[config.mk]
export PLATFORM = sky130hd
export DESIGN_NAME = cx_exec_unit
export DESIGN_NICKNAME = d
export VERILOG_FILES = /design/src/core/cx_pkg.sv /design/src/core/cx_nz_eval.sv /design/src/core/cx_exec_unit.sv
export SDC_FILE = /design/constraint.sdc
export NUM_CORES = 1
export LEC_CHECK = 0
export ABC_AREA = 1
export BUFFER_PORTS_ARGS = -buffer_cell sky130_fd_sc_hd__clkbuf_2
export CORE_MARGIN = 5
export CORE_UTILIZATION = 30
export CTS_CLUSTER_DIAMETER = 50
export DETAILED_ROUTE_END_ITERATION = 8
export MAX_ROUTING_LAYER = met4
export SLEW_MARGIN = 20
export SYNTH_ARGS = -nofsm -noshare
export SYNTH_HDL_FRONTEND = slang
export SYNTH_SLANG_ARGS = --single-unit
[constraint.sdc]
create_clock -name I_CORE_CLK -period 2.6 [get_ports I_CORE_CLK]
set_clock_uncertainty 0.1 [all_clocks]
set_input_delay 0.39 -clock I_CORE_CLK [delete_from_list [all_inputs] [get_ports I_CORE_CLK]]
set_output_delay 0.39 -clock I_CORE_CLK [all_outputs]
set_load 0.005 [all_outputs]
[src/core/cx_pkg.sv]
// shared constants and types for the transfer, test and trap executor
package cx_pkg;
  localparam logic [7:0]  OP_SOFT_TRAP         = 8'h83;
  localparam logic [7:0]  OP_ACC_TO_FLAGS      = 8'h84;
  localparam logic [7:0]  OP_FLAGS_TO_ACC      = 8'h85;
  localparam logic [7:0]  OP_ACC_TO_INDEX_LOW  = 8'h97;
  localparam logic [7:0]  OP_INDEX_LOW_TO_ACC  = 8'h9F;
  localparam logic [7:0]  OP_STACKPTR_TO_INDEX = 8'h95;
  localparam logic [7:0]  OP_INDEX_TO_STACKPTR = 8'h94;
  localparam logic [7:0]  OP_CHECK_DIR         = 8'h3D;
  localparam logic [7:0]  OP_CHECK_ACC         = 8'h4D;
  localparam logic [7:0]  OP_CHECK_IDX         = 8'h5D;
  localparam logic [7:0]  OP_CHECK_XOFS        = 8'h6D;
  localparam logic [7:0]  OP_CHECK_XPTR        = 8'h7D;
  localparam logic [7:0]  OP_CHECK_SOFS        = 8'h6D;
  localparam logic [7:0]  OP_PREBYTE           = 8'h9E;

  localparam logic [3:0]  CYC_SOFT_TRAP        = 4'h9;
  localparam logic [3:0]  CYC_ACC_TO_FLAGS     = 4'h2;
  localparam logic [3:0]  CYC_ONE              = 4'h1;
  localparam logic [3:0]  CYC_TWO              = 4'h2;
  localparam logic [3:0]  CYC_CHECK_DIR        = 4'h3;
  localparam logic [3:0]  CYC_CHECK_XOFS       = 4'h3;
  localparam logic [3:0]  CYC_CHECK_XPTR       = 4'h2;
  localparam logic [3:0]  CYC_CHECK_SOFS       = 4'h4;

  localparam int          FLG_V                = 7;
  localparam int          FLG_H                = 4;
  localparam int          FLG_I                = 3;
  localparam int          FLG_N                = 2;
  localparam int          FLG_Z                = 1;
  localparam int          FLG_C                = 0;
  localparam logic [7:0]  FLAGS_FIXED          = 8'h60;
  localparam logic [7:0]  FLAGS_RST            = 8'h68;

  localparam logic [15:0] SP_RST               = 16'h00FF;
  localparam logic [15:0] PC_RST               = 16'h0000;
  localparam logic [15:0] VEC_HI_ADDR          = 16'hFFFC;
  localparam logic [15:0] VEC_LO_ADDR          = 16'hFFFD;
  localparam logic [15:0] ONE16                = 16'h0001;
  localparam logic [15:0] TWO16                = 16'h0002;
  localparam logic [15:0] THREE16              = 16'h0003;
  localparam logic [15:0] PUSHES16             = 16'h0005;

  typedef enum logic [3:0] {
    K_NOP, K_TRAP, K_A2F, K_A2X, K_F2A, K_X2A, K_S2X, K_X2S,
    K_CKDIR, K_CKACC, K_CKIDX, K_CKXOF, K_CKXPT, K_CKSOF
  } cx_kind_t;

  typedef enum logic {ST_IDLE, ST_RUN} cx_state_t;
endpackage : cx_pkg

[src/core/cx_nz_eval.sv]
// negative and zero evaluation of a byte tested against zero
module cx_nz_eval
  import cx_pkg::*;
(
  input  wire logic [7:0] i_value,
  output logic            o_neg,
  output logic            o_zero
);
  // subtracting zero leaves the byte itself
  assign o_neg  = i_value[7];
  assign o_zero = (i_value == 8'h00);
endmodule : cx_nz_eval

[src/core/cx_exec_unit.sv]
// executor for trap, register transfers and the test instruction
//
// Overview of operation
// - 83 traps: nine cycles, five pushes, SP down
// - 84 copies accumulator into flags with bits 6 and 5 forced set, two cycles
// - 97 copies accumulator to index low, one cycle
// - 85 copies flags to accumulator, one cycle
// - test clears V, sets N Z, keeps C
// - test opcodes and cycle counts per mode
// - 95 loads index with SP plus one
// - 9F copies index low to accumulator
// - 94 loads SP with index minus one
// - direct mode: operand byte is address
// - byte offset plus index forms address
// - byte offset after prebyte plus SP
// - no offset mode: index is address
module cx_exec_unit
  import cx_pkg::*;
(
  input  wire logic        I_CORE_CLK,
  input  wire logic        I_ARST_N,
  input  wire logic        I_CORE_CE,
  input  wire logic        I_GO,
  input  wire logic [7:0]  I_OPCODE,
  input  wire logic        I_PREBYTE,
  input  wire logic [7:0]  I_MEM_RDATA,
  output logic      [15:0] O_MEM_ADDR,
  output logic      [7:0]  O_MEM_WDATA,
  output logic             O_MEM_WE,
  output logic             O_MEM_RE,
  output logic             O_BUSY,
  output logic             O_DONE,
  output logic      [7:0]  O_ACC,
  output logic      [15:0] O_INDEX,
  output logic      [15:0] O_SP,
  output logic      [15:0] O_PC,
  output logic      [7:0]  O_FLAGS
);
  cx_state_t   state;
  cx_kind_t    kind;
  cx_kind_t    kind_q;
  logic [3:0]  ncyc;
  logic [3:0]  last;
  logic [3:0]  step;
  logic        busy;
  logic        done;
  logic [7:0]  acc;
  logic [15:0] index_reg;
  logic [15:0] sp;
  logic [15:0] pc;
  logic [7:0]  flags;
  logic [15:0] mem_addr;
  logic [7:0]  mem_wdata;
  logic        mem_we;
  logic        mem_re;
  logic [7:0]  vec_hi;
  logic [7:0]  push_byte;
  logic [7:0]  chk_byte;
  logic        chk_neg;
  logic        chk_zero;
  logic        run;
  logic        fin;

  assign run = (state == ST_RUN);
  assign fin = run && (step == last);

  // opcode decode with cycle count
  always_comb
  begin
    kind = K_NOP;
    ncyc = CYC_ONE;
    if (I_PREBYTE)
    begin
      if (I_OPCODE == OP_CHECK_SOFS)
      begin
        kind = K_CKSOF;
        ncyc = CYC_CHECK_SOFS;
      end
    end
    else
    begin
      case (I_OPCODE)
        OP_SOFT_TRAP:         begin kind = K_TRAP; ncyc = CYC_SOFT_TRAP; end
        OP_ACC_TO_FLAGS:      begin kind = K_A2F; ncyc = CYC_ACC_TO_FLAGS; end
        OP_ACC_TO_INDEX_LOW:  begin kind = K_A2X; ncyc = CYC_ONE; end
        OP_FLAGS_TO_ACC:      begin kind = K_F2A; ncyc = CYC_ONE; end
        OP_INDEX_LOW_TO_ACC:  begin kind = K_X2A; ncyc = CYC_ONE; end
        OP_STACKPTR_TO_INDEX: begin kind = K_S2X; ncyc = CYC_TWO; end
        OP_INDEX_TO_STACKPTR: begin kind = K_X2S; ncyc = CYC_TWO; end
        OP_CHECK_DIR:         begin kind = K_CKDIR; ncyc = CYC_CHECK_DIR; end
        OP_CHECK_ACC:         begin kind = K_CKACC; ncyc = CYC_ONE; end
        OP_CHECK_IDX:         begin kind = K_CKIDX; ncyc = CYC_ONE; end
        OP_CHECK_XOFS:        begin kind = K_CKXOF; ncyc = CYC_CHECK_XOFS; end
        OP_CHECK_XPTR:        begin kind = K_CKXPT; ncyc = CYC_CHECK_XPTR; end
        default:              begin kind = K_NOP; ncyc = CYC_ONE; end
      endcase
    end
  end

  // sequencing of instruction steps
  always_ff @(posedge I_CORE_CLK or negedge I_ARST_N)
  begin
    if (!I_ARST_N)
    begin
      state  <= ST_IDLE;
      kind_q <= K_NOP;
      last   <= 4'h0;
      step   <= 4'h0;
      busy   <= 1'b0;
      done   <= 1'b0;
    end
    else if (I_CORE_CE)
    begin
      done <= 1'b0;
      case (state)
        ST_IDLE:
        begin
          if (I_GO)
          begin
            kind_q <= kind;
            last   <= 4'(ncyc - 4'h1);
            step   <= 4'h0;
            busy   <= 1'b1;
            state  <= ST_RUN;
          end
        end
        ST_RUN:
        begin
          if (step == last)
          begin
            busy  <= 1'b0;
            done  <= 1'b1;
            state <= ST_IDLE;
          end
          else
            step <= 4'(step + 4'h1);
        end
        default: state <= ST_IDLE;
      endcase
    end
  end

  // bytes stacked by the trap, lowest counter byte first
  always_comb
  begin
    case (step)
      4'h1:    push_byte = pc[7:0];
      4'h2:    push_byte = pc[15:8];
      4'h3:    push_byte = index_reg[7:0];
      4'h4:    push_byte = acc;
      default: push_byte = flags;
    endcase
  end

  // operand of the test instruction
  always_comb
  begin
    case (kind_q)
      K_CKACC: chk_byte = acc;
      K_CKIDX: chk_byte = index_reg[7:0];
      default: chk_byte = I_MEM_RDATA;
    endcase
  end

  cx_nz_eval u_nz (
    .i_value (chk_byte),
    .o_neg   (chk_neg),
    .o_zero  (chk_zero)
  );

  // memory port addressing and stacking writes
  always_ff @(posedge I_CORE_CLK or negedge I_ARST_N)
  begin
    if (!I_ARST_N)
    begin
      mem_addr  <= 16'h0000;
      mem_wdata <= 8'h00;
      mem_we    <= 1'b0;
      mem_re    <= 1'b0;
      vec_hi    <= 8'h00;
    end
    else if (I_CORE_CE)
    begin
      mem_we <= 1'b0;
      mem_re <= 1'b0;
      if (run)
      begin
        case (kind_q)
          K_TRAP:
          begin
            if (step >= 4'h1 && step <= 4'h5)
            begin
              mem_we    <= 1'b1;
              mem_addr  <= sp;
              mem_wdata <= push_byte;
            end
            else if (step == 4'h6)
            begin
              mem_re   <= 1'b1;
              mem_addr <= VEC_HI_ADDR;
            end
            else if (step == 4'h7)
            begin
              vec_hi   <= I_MEM_RDATA;
              mem_re   <= 1'b1;
              mem_addr <= VEC_LO_ADDR;
            end
          end
          K_CKDIR, K_CKXOF:
          begin
            if (step == 4'h0)
            begin
              mem_re   <= 1'b1;
              mem_addr <= 16'(pc + ONE16);
            end
            else if (step == 4'h1)
            begin
              mem_re <= 1'b1;
              if (kind_q == K_CKDIR)
                mem_addr <= {8'h00, I_MEM_RDATA};
              else
                mem_addr <= 16'(index_reg + {8'h00, I_MEM_RDATA});
            end
          end
          K_CKXPT:
          begin
            if (step == 4'h0)
            begin
              mem_re   <= 1'b1;
              mem_addr <= index_reg;
            end
          end
          K_CKSOF:
          begin
            if (step == 4'h1)
            begin
              mem_re   <= 1'b1;
              mem_addr <= 16'(pc + TWO16);
            end
            else if (step == 4'h2)
            begin
              mem_re   <= 1'b1;
              mem_addr <= 16'(sp + {8'h00, I_MEM_RDATA});
            end
          end
          default: mem_re <= 1'b0;
        endcase
      end
    end
  end

  // architectural registers
  always_ff @(posedge I_CORE_CLK or negedge I_ARST_N)
  begin
    if (!I_ARST_N)
    begin
      acc       <= 8'h00;
      index_reg <= 16'h0000;
      sp        <= SP_RST;
      pc        <= PC_RST;
      flags     <= FLAGS_RST;
    end
    else if (I_CORE_CE && run)
    begin
      if (kind_q == K_TRAP)
      begin
        if (step == 4'h0)
          pc <= 16'(pc + ONE16);
        else if (step >= 4'h1 && step <= 4'h5)
          sp <= 16'(sp - ONE16);
        else if (step == 4'h6)
          flags[FLG_I] <= 1'b1;
        else if (step == 4'h8)
          pc <= {vec_hi, I_MEM_RDATA};
      end
      else if (fin)
      begin
        case (kind_q)
          K_A2F: flags <= acc | FLAGS_FIXED;
          K_A2X: index_reg[7:0] <= acc;
          K_F2A: acc <= flags;
          K_X2A: acc <= index_reg[7:0];
          K_S2X: index_reg <= 16'(sp + ONE16);
          K_X2S: sp <= 16'(index_reg - ONE16);
          K_CKDIR, K_CKACC, K_CKIDX, K_CKXOF, K_CKXPT, K_CKSOF:
          begin
            flags[FLG_V] <= 1'b0;
            flags[FLG_N] <= chk_neg;
            flags[FLG_Z] <= chk_zero;
          end
          default: flags <= flags;
        endcase
        case (kind_q)
          K_CKDIR, K_CKXOF: pc <= 16'(pc + TWO16);
          K_CKSOF:          pc <= 16'(pc + THREE16);
          default:        pc <= 16'(pc + ONE16);
        endcase
      end
    end
  end

  assign O_MEM_ADDR  = mem_addr;
  assign O_MEM_WDATA = mem_wdata;
  assign O_MEM_WE    = mem_we;
  assign O_MEM_RE    = mem_re;
  assign O_BUSY      = busy;
  assign O_DONE      = done;
  assign O_ACC       = acc;
  assign O_INDEX     = index_reg;
  assign O_SP        = sp;
  assign O_PC        = pc;
  assign O_FLAGS     = flags;

  chk_trap_length: assert property (
    @(posedge I_CORE_CLK) disable iff (!I_ARST_N || !I_CORE_CE)
    (state == ST_IDLE && I_GO && kind == K_TRAP)
      |=> O_BUSY [*8] ##1 O_BUSY ##1 O_DONE)
    else $error("trap did not finish in nine cycles");

  chk_trap_stack: assert property (
    @(posedge I_CORE_CLK) disable iff (!I_ARST_N || !I_CORE_CE)
    O_MEM_WE |-> O_SP == 16'(O_MEM_ADDR - ONE16))
    else $error("push address and stack pointer disagree");

  chk_trap_vector: assert property (
    @(posedge I_CORE_CLK) disable iff (!I_ARST_N || !I_CORE_CE)
    (O_DONE && kind_q == K_TRAP)
      |-> O_FLAGS[FLG_I] && O_PC == {vec_hi, $past(I_MEM_RDATA)}
          && O_SP == 16'($past(O_SP, 10) - PUSHES16))
    else $error("trap end state wrong");

  chk_acc_flags: assert property (
    @(posedge I_CORE_CLK) disable iff (!I_ARST_N || !I_CORE_CE)
    (O_DONE && kind_q == K_A2F) |-> O_FLAGS == (O_ACC | FLAGS_FIXED))
    else $error("flags not copied from accumulator");

  chk_acc_index: assert property (
    @(posedge I_CORE_CLK) disable iff (!I_ARST_N || !I_CORE_CE)
    (O_DONE && kind_q == K_A2X)
      |-> O_INDEX[7:0] == O_ACC && O_FLAGS == $past(O_FLAGS))
    else $error("index low not copied from accumulator");

  chk_flags_acc: assert property (
    @(posedge I_CORE_CLK) disable iff (!I_ARST_N || !I_CORE_CE)
    (O_DONE && kind_q == K_F2A) |-> O_ACC == O_FLAGS)
    else $error("accumulator not copied from flags");

  chk_test_flags: assert property (
    @(posedge I_CORE_CLK) disable iff (!I_ARST_N || !I_CORE_CE)
    (O_DONE && kind_q == K_CKACC)
      |-> !O_FLAGS[FLG_V] && O_FLAGS[FLG_N] == O_ACC[7]
          && O_FLAGS[FLG_Z] == (O_ACC == 8'h00)
          && O_FLAGS[FLG_C] == $past(O_FLAGS[FLG_C]))
    else $error("test flags wrong");

  chk_test_direct: assert property (
    @(posedge I_CORE_CLK) disable iff (!I_ARST_N || !I_CORE_CE)
    (state == ST_IDLE && I_GO && kind == K_CKDIR) |-> ##4 O_DONE)
    else $error("direct test not three cycles");

  chk_sp_index: assert property (
    @(posedge I_CORE_CLK) disable iff (!I_ARST_N || !I_CORE_CE)
    (O_DONE && kind_q == K_S2X) |-> O_INDEX == 16'(O_SP + ONE16))
    else $error("index not stack pointer plus one");

  chk_index_acc: assert property (
    @(posedge I_CORE_CLK) disable iff (!I_ARST_N || !I_CORE_CE)
    (O_DONE && kind_q == K_X2A) |-> O_ACC == O_INDEX[7:0])
    else $error("accumulator not copied from index low");

  chk_index_sp: assert property (
    @(posedge I_CORE_CLK) disable iff (!I_ARST_N || !I_CORE_CE)
    (O_DONE && kind_q == K_X2S) |-> O_SP == 16'(O_INDEX - ONE16))
    else $error("stack pointer not index minus one");

  chk_direct_addr: assert property (
    @(posedge I_CORE_CLK) disable iff (!I_ARST_N || !I_CORE_CE)
    (run && kind_q == K_CKDIR && step == 4'h1)
      |=> O_MEM_RE && O_MEM_ADDR == {8'h00, $past(I_MEM_RDATA)})
    else $error("direct address wrong");

  chk_offset_addr: assert property (
    @(posedge I_CORE_CLK) disable iff (!I_ARST_N || !I_CORE_CE)
    (run && kind_q == K_CKXOF && step == 4'h1)
      |=> O_MEM_ADDR == 16'(O_INDEX + {8'h00, $past(I_MEM_RDATA)}))
    else $error("indexed offset address wrong");

  chk_stack_addr: assert property (
    @(posedge I_CORE_CLK) disable iff (!I_ARST_N || !I_CORE_CE)
    (run && kind_q == K_CKSOF && step == 4'h2)
      |=> O_MEM_ADDR == 16'(O_SP + {8'h00, $past(I_MEM_RDATA)}))
    else $error("stack offset address wrong");

  chk_plain_index: assert property (
    @(posedge I_CORE_CLK) disable iff (!I_ARST_N || !I_CORE_CE)
    (run && kind_q == K_CKXPT && step == 4'h0)
      |=> O_MEM_RE && O_MEM_ADDR == O_INDEX)
    else $error("no offset address wrong");
endmodule : cx_exec_unit

==> run metrics, run 1 <==
row cnt=65; Worst EP arrival=around 2.6 ns; crit path max fanout=6; fin crit period=between 2 and 2.5 ns; Reg area=roughly 0.0028 sq mm; die height=190 um; Hold WC Path Type=in -> reg; initial antenna violation count=0; top-count cell post-synth=nand2_1; FF+latch count, synth=approximately 110; CTS clock-pin slew for the worst setup and hold paths=~0.09 ns; io pins=113; CTS tree=built; max-cap viol count=0; CP endpoint kind=register; WS Path Type=reg -> reg; Num CTS Buffers=9; hold slack=~0.25 ns; Worst-Skew Late Latency=about 0.38 ns; Total Power=8.59 mW; Worst R2R Path Depth=11; final setup fails=0; met3 wire length=2970 um; H-tree depth=3; RSZ-0062 raised after global routing=no; Cells after Synth=1560; Cell variety after synth=between 50 and 60; first-pass GRT wire length=around 63000 um; Top FF cell, synth=dfrtp_1; RR Startpoint=O_SP[0]; met2 WL=approximately 18000 um; CTS root buffer=clkbuf_16; Vias=around 11000; Worst Tran Pin Value=about 0.65 ns; setup TNS=0 ns; post-route ant nets=0; GPL Wtd Cong=0.999; Synth area leaders=dfrtp_1 (26%), nand2_1 (18%), o21ai_0 (8.5%); Slew headroom=0.563; Cell Pwr Density=about 750 mW/mm^2; Hold EP=last[3]; register area share after synthesis=0.288; Yosys top cell area share=0.264; CP Data Required Time=2.78 ns; hold path startpoint=I_OPCODE[3]; Multi-input gate area=0.00587 sq mm; Starting Density=0.305; DIE WIDTH=190 um; Max Buffers Root-to-Sink=2; layout cells sized above 1=0.134; R2R Setup Slk=~0.15 ns; Antenna diodes=0; DRC=0; WL per Instance=between 15 and 20 um; Remaining Overflow, GRT=0; Tcrit/Tclk final=0.941; wire length on met1=between 15000 and 20000 um; IO Port Bufs=110; Hold Path Cell Cnt=4; YS warnings=0; area grow syn2layout=18.0%; clock sink count=between 100 and 150; filler instances=3565; Netlist Area Pre-Place=~0.0097 sq mm; TritonRoute pass-1 iters=5; async set-reset flop share out of synthesis=1.00; leak pwr=about 6 nW; synth cell count leaders=nand2_1 (462), inv_1 (208), o21ai_0 (164); final net count=about 1800; highest metal used=met4; post-layout util=0.360; Peak VDD IR=approximately 0.34 mV; Highest Clock Rate=409 MHz; worst r2r dst=O_MEM_ADDR[6]; outcome=finished clean; Critical Path Start Type=register; Detail Placement HPWL=33000 um; total wire length=~40000 um; Syn Area/Cell=a little over 6 sq um; DRT iter0 DRCs=approximately 840; Synth area leader=dfrtp_1; largest net degree at the start of global routing=approximately 40; Die Area=approximately 0.036 sq mm; Slew Viols, Final=0; Core ar.=about 0.032 sq mm; Final Hold Vio Count=0; number of synthesized flops with an enable pin=0; number of global-route vias before repair=between 10000 and 15000; DR vias/cell=approximately 5.3; Total GRT Usage=0.233
## state kept, by name, summed over array words and instances, names as in the netlist
| name | count |
|---|---|
| O_INDEX | 16 |
| O_MEM_ADDR | 16 |
| O_PC | 16 |
| O_SP | 16 |
| O_ACC | 8 |
| O_MEM_WDATA | 8 |
| vec_hi | 8 |
| O_FLAGS | 6 |
| kind_q | 4 |
| last | 4 |
| step | 4 |
| O_BUSY | 1 |
| O_DONE | 1 |
| O_MEM_RE | 1 |
| O_MEM_WE | 1 |
| run | 1 |
## how the worst max path moves through the flow
stage                        start             end  slack (ns)  depth (start not counted)
detailed placement         O_SP[0]   O_MEM_ADDR[8]        0.17                         12
finish                     O_SP[0]   O_MEM_ADDR[6]        0.15                         11
CTS                        O_SP[0]   O_MEM_ADDR[8]        0.14                         12
global route             kind_q[1]        O_SP[14]        0.01                         12
floorplan                  O_SP[0]   O_MEM_ADDR[8]        0.46                         12
global placement    I_MEM_RDATA[0]  O_MEM_ADDR[14]        0.18                         16
## metrics by stage
stage,setup WS (ns),std cells,area [sq um]
after floorplan,0.463,1561,9670
after global placement,0.182,2096,11100
after detailed placement,0.173,2096,11100
after CTS,0.145,2113,11400
after global routing,0.0149,2113,11400
final,0.154,2113,11400
## routing by layer
layer	global-route usage	up-vias
li1	-	5392
met1	0.307	5294
met2	0.362	440
met3	0.0350	87
met4	0.0904	0
met5	-	-
## repair_timing
action                                  4_1_cts  5_1_grt
buffers inserted                              0        0
hold buffers                                  1        0
endpoints found under the setup margin        0        6
resized for setup                             0        3
endpoints found under the hold margin        35        0
## layout make-up
type                    count  area share
inverters                 210      0.0691
well taps                 402      0.0441
repair buffers            182       0.103
clock buffers              10      0.0201
multi-input cells        1192       0.514
flip-flops and latches    111       0.244
clock inverters             6     0.00548
## cells in the final DEF, fill, tap and decap left out, drive strengths merged, types with 3 or more instances in the layout
| cell type | instances |
|---|---|
| buf | 72 |
| xnor2 | 4 |
| nor3 | 23 |
| nand3 | 117 |
| a21oi | 64 |
| o22ai | 13 |
| nand4 | 21 |
| or2 | 9 |
| dfstp | 9 |
| inv | 212 |
| nand2 | 464 |
| a221oi | 6 |
| a31oi | 18 |
| ha | 27 |
| o211ai | 17 |
| o21ai | 173 |
| clkbuf | 119 |
| o21bai | 4 |
| nor2 | 158 |
| nor3b | 3 |
| nand3b | 4 |
| xor2 | 33 |
| o31ai | 4 |
| dfrtp | 102 |
| nor4 | 7 |
| and2 | 3 |
| o2111ai | 4 |
## cells by family after synthesis
logic type | count (synthesis) | synth area share
AOI/OAI and AO/OA | 313 | 0.180
xor gates and xnor gates | 37 | 0.0335
adders and majority gates | 29 | 0.0391
buffers and inverters | 258 | 0.106
DFF | 111 | 0.288
muxes | 2 | 0.00233
other | 1 | 0.000388
and+or+nand+nor | 809 | 0.351
## where the power goes
group / internal, mW / switching (mW)
clock: 0.679 / 0.794
sequential: 2.14 / 0.503
combinational: 1.55 / 2.93
total: 4.36 / 4.22
## worst max-delay path: stages, from the launching register on
cell and delay [ns]:
dfstp_2 0.63, ha_1 0.20, inv_1 0.06, fa_1 0.42, inv_1 0.10, nand2_1 0.07, nand3_1 0.13, nor2_1 0.06
o31ai_1 0.34, nand3_1 0.13, nand2_1 0.07, inv_1 0.04
Note: power is estimated with default switching activity, not from simulation.
==> inputs of run 2 (changes only) <==
--- a/config.mk
+++ b/config.mk
@@ -5,7 +5,6 @@
 export SDC_FILE = /design/constraint.sdc
 export NUM_CORES = 1
 export LEC_CHECK = 0
-export ABC_AREA = 1
 export BUFFER_PORTS_ARGS = -buffer_cell sky130_fd_sc_hd__clkbuf_2
 export CORE_MARGIN = 5
 export CORE_UTILIZATION = 30
==> run 2 against run 1 <==
Compared with the run above:
- the flow now finishes with violations (hold timing)
- combinational power shrank 2%
- total power is 2.7% lower
- final area grew 10%
- cell count is 9.8% lower
- critical path depth shrank 4
- non-clock buffer count up 115
- first-iteration DRC count increased by 57%
- area after synthesis grew 2.1%
- critical endpoint is now O_PC[10]
- global-route usage is 1.3 points higher
- via count shrank 0.94%
- setup slack worse by 0.078 ns
- largest cell class unchanged
==> run metrics, run 2 <==
TritonRoute pass-1 iters=8; register area share after synthesis=0.282; Worst EP arrival=about 2.7 ns; top-count cell post-synth=nand2_1; Sw Ratio=0.428; Detail Placement HPWL=34300 um; total wire length=approximately 44000 um; max-cap viol count=0; met2 WL=20300 um; Highest Clock Rate=between 300 and 400 MHz; Critical Path Start Type=register; Seq pwr share=0.272; outcome=finished with violations; met3 wire length=approximately 3200 um; Cells after Synth=about 1300; RSZ-0062 raised after global routing=yes; DR vias/cell=between 5 and 6; Remaining Overflow, GRT=0; area post-placement=roughly 0.012 sq mm; die height=around 190 um; Hold WC Path Type=in -> async; GPL Wtd Cong=0.978; Combinational Power Share=0.526; Core ar.=between 0.03 and 0.04 sq mm; crit path max fanout=6; number of global-route vias before repair=around 11000; DRC=0; DIE WIDTH=191 um; placed cells=1883; H-tree depth=3; Final Non-Filler Cells=about 1900; Slew headroom=0.551; DRT iter0 DRCs=1324; setup TNS=0 ns; failing checks=hold timing; area grow syn2layout=27.6%; Top FF cell, synth=dfrtp_1; CP endpoint kind=register; RR Startpoint=kind_q[3]; CTS tree=built; CP Data Required Time=2.76 ns; WL per Instance=23.3 um; CTS root buffer=clkbuf_16; fin worst setup slack=about 0.075 ns; worst r2r dst=O_PC[10]; layout cells sized above 1=0.273; Synth area leader=dfrtp_1; hold slack=-0.00855 ns; synth cell count leaders=nand2_1 (127), nor2_1 (114), dfrtp_1 (102); clock group share of total power=0.202; Worst-Skew Late Latency=between 0.3 and 0.4 ns; Starting Density=0.304; async set-reset flop share out of synthesis=1.00; highest metal used=met4; Max Buffers Root-to-Sink=2; Final Hold Vio Count=3; Tcrit/Tclk final=0.971; internal power=4.78 mW; YS warnings=0; initial antenna violation count=0; Total Power=8.36 mW; Slew Viols, Final=0; post-route ant nets=0; Antenna diodes=0; Cell variety after synth=slightly above 80; io pins=113; R2R Setup Slk=about 0.075 ns; Syn Area/Cell=around 7.9 sq um; Synth area leaders=dfrtp_1 (26%), o21ai_0 (4.9%), nand2_1 (4.8%); most common cell after layout, fill and taps aside=buf_4; fin crit period=approximately 2.5 ns; number of synthesized flops with an enable pin=0; wire length on met1=between 15000 and 20000 um; Total GRT Usage=0.245; Worst Tran Pin Value=0.674 ns; IO Port Bufs=110; final net count=~1500; CTS clock-pin slew for the worst setup and hold paths=~0.080 ns; most frequent cells in the layout=buf_4 (172), nand2_1 (124), nor2_1 (113); Die Area=around 0.037 sq mm; Setup WS pre-CTS=-0.0903 ns; FF+latch count, synth=111; Peak VDD IR=between 0.4 and 0.5 mV; Worst R2R Path Depth=7; final std cell area, no fill=about 0.013 sq mm; Num CTS Buffers=9; leak pwr=5.38 nW; first-pass GRT wire length=66900 um; switching power=about 3.6 mW; Yosys top cell area share=0.258; largest net degree at the start of global routing=112; Vias=about 11000; clock sink count=111; WS Path Type=reg -> reg; row cnt=66; Cell Pwr Density=663 mW/mm^2; Netlist Area Pre-Place=0.00988 sq mm; number of hold buffers added after cts=0; final setup fails=0
## run 2: layout make-up
class | count | area [sq um]
clock buffers | 11 | 243
clock inverters | 5 | 104
fillers | 3396 | 19900
multi-input cells | 1008 | 6690
inverters | 31 | 116
repair buffers | 297 | 2100
well taps | 442 | 553
flip-flops and latches | 111 | 2790
## run 2: worst max path at each step
stage | startpoint | end | slack (ns) | depth (start not counted)
after global routing | step[2] | O_MEM_ADDR[1] | -0.02 | 8
after global placement | kind_q[3] | O_SP[10] | -0.05 | 8
after floorplan | kind_q[3] | O_SP[10] | -0.15 | 11
after CTS | O_SP[0] | O_MEM_ADDR[6] | 0.02 | 9
final | kind_q[3] | O_PC[10] | 0.08 | 7
after detailed placement | kind_q[3] | O_SP[10] | -0.09 | 8
## run 2: cell families after synthesis
kind of cell               Yosys count  synth area share
and+or+nand+nor                    454             0.233
DFF                                111             0.282
other                                1          0.000380
buffers and inverters              138            0.0579
muxes                               52            0.0562
adders and majority gates           29            0.0383
xor gates and xnor gates            70            0.0621
AOI/OAI and AO/OA                  401             0.270
## run 2: power by group through the flow
stage	sequential [mW]	combinational [mW]	clock (mW)
6_report	2.27	4.40	1.69
4_1_cts	2.27	4.22	1.72
3_5_place_dp	2.29	4.15	0
3_3_place_gp	2.28	4.14	0
5_1_grt	2.31	4.69	1.80
2_1_floorplan	2.23	2.13	0
## run 2: worst max-delay path, cell delays in order (launching register included)
cell      delay (ns)
dfrtp_1         0.38
or4b_4          0.57
buf_4           0.19
nor4_4          0.32
a31o_2          0.28
o221ai_1        0.17
o21a_1          0.21
o22a_1          0.18
## run 2: what timing repair did
| action | CTS | global route |
|---|---|---|
| gates resized for setup | 8 | 38 |
| buffers inserted | 3 | 3 |
| pin swaps | 2 | 6 |
| setup endpoints to repair | 10 | 33 |
## run 2: per-layer routing
| metal | track usage | vias to the layer above |
|---|---|---|
| met5 | - | - |
| met4 | 0.0641 | 0 |
| met1 | 0.336 | 5437 |
| met3 | 0.0360 | 82 |
| met2 | 0.381 | 515 |
| li1 | - | 5074 |
## run 2: stage by stage
stage	util	hold slack, ns
final	0.387	-0.00855
after global routing	0.387	0.0631
after CTS	0.382	0.0475
after detailed placement	0.370	0.373
after global placement	0.370	0.366
after floorplan	-	-0.00559
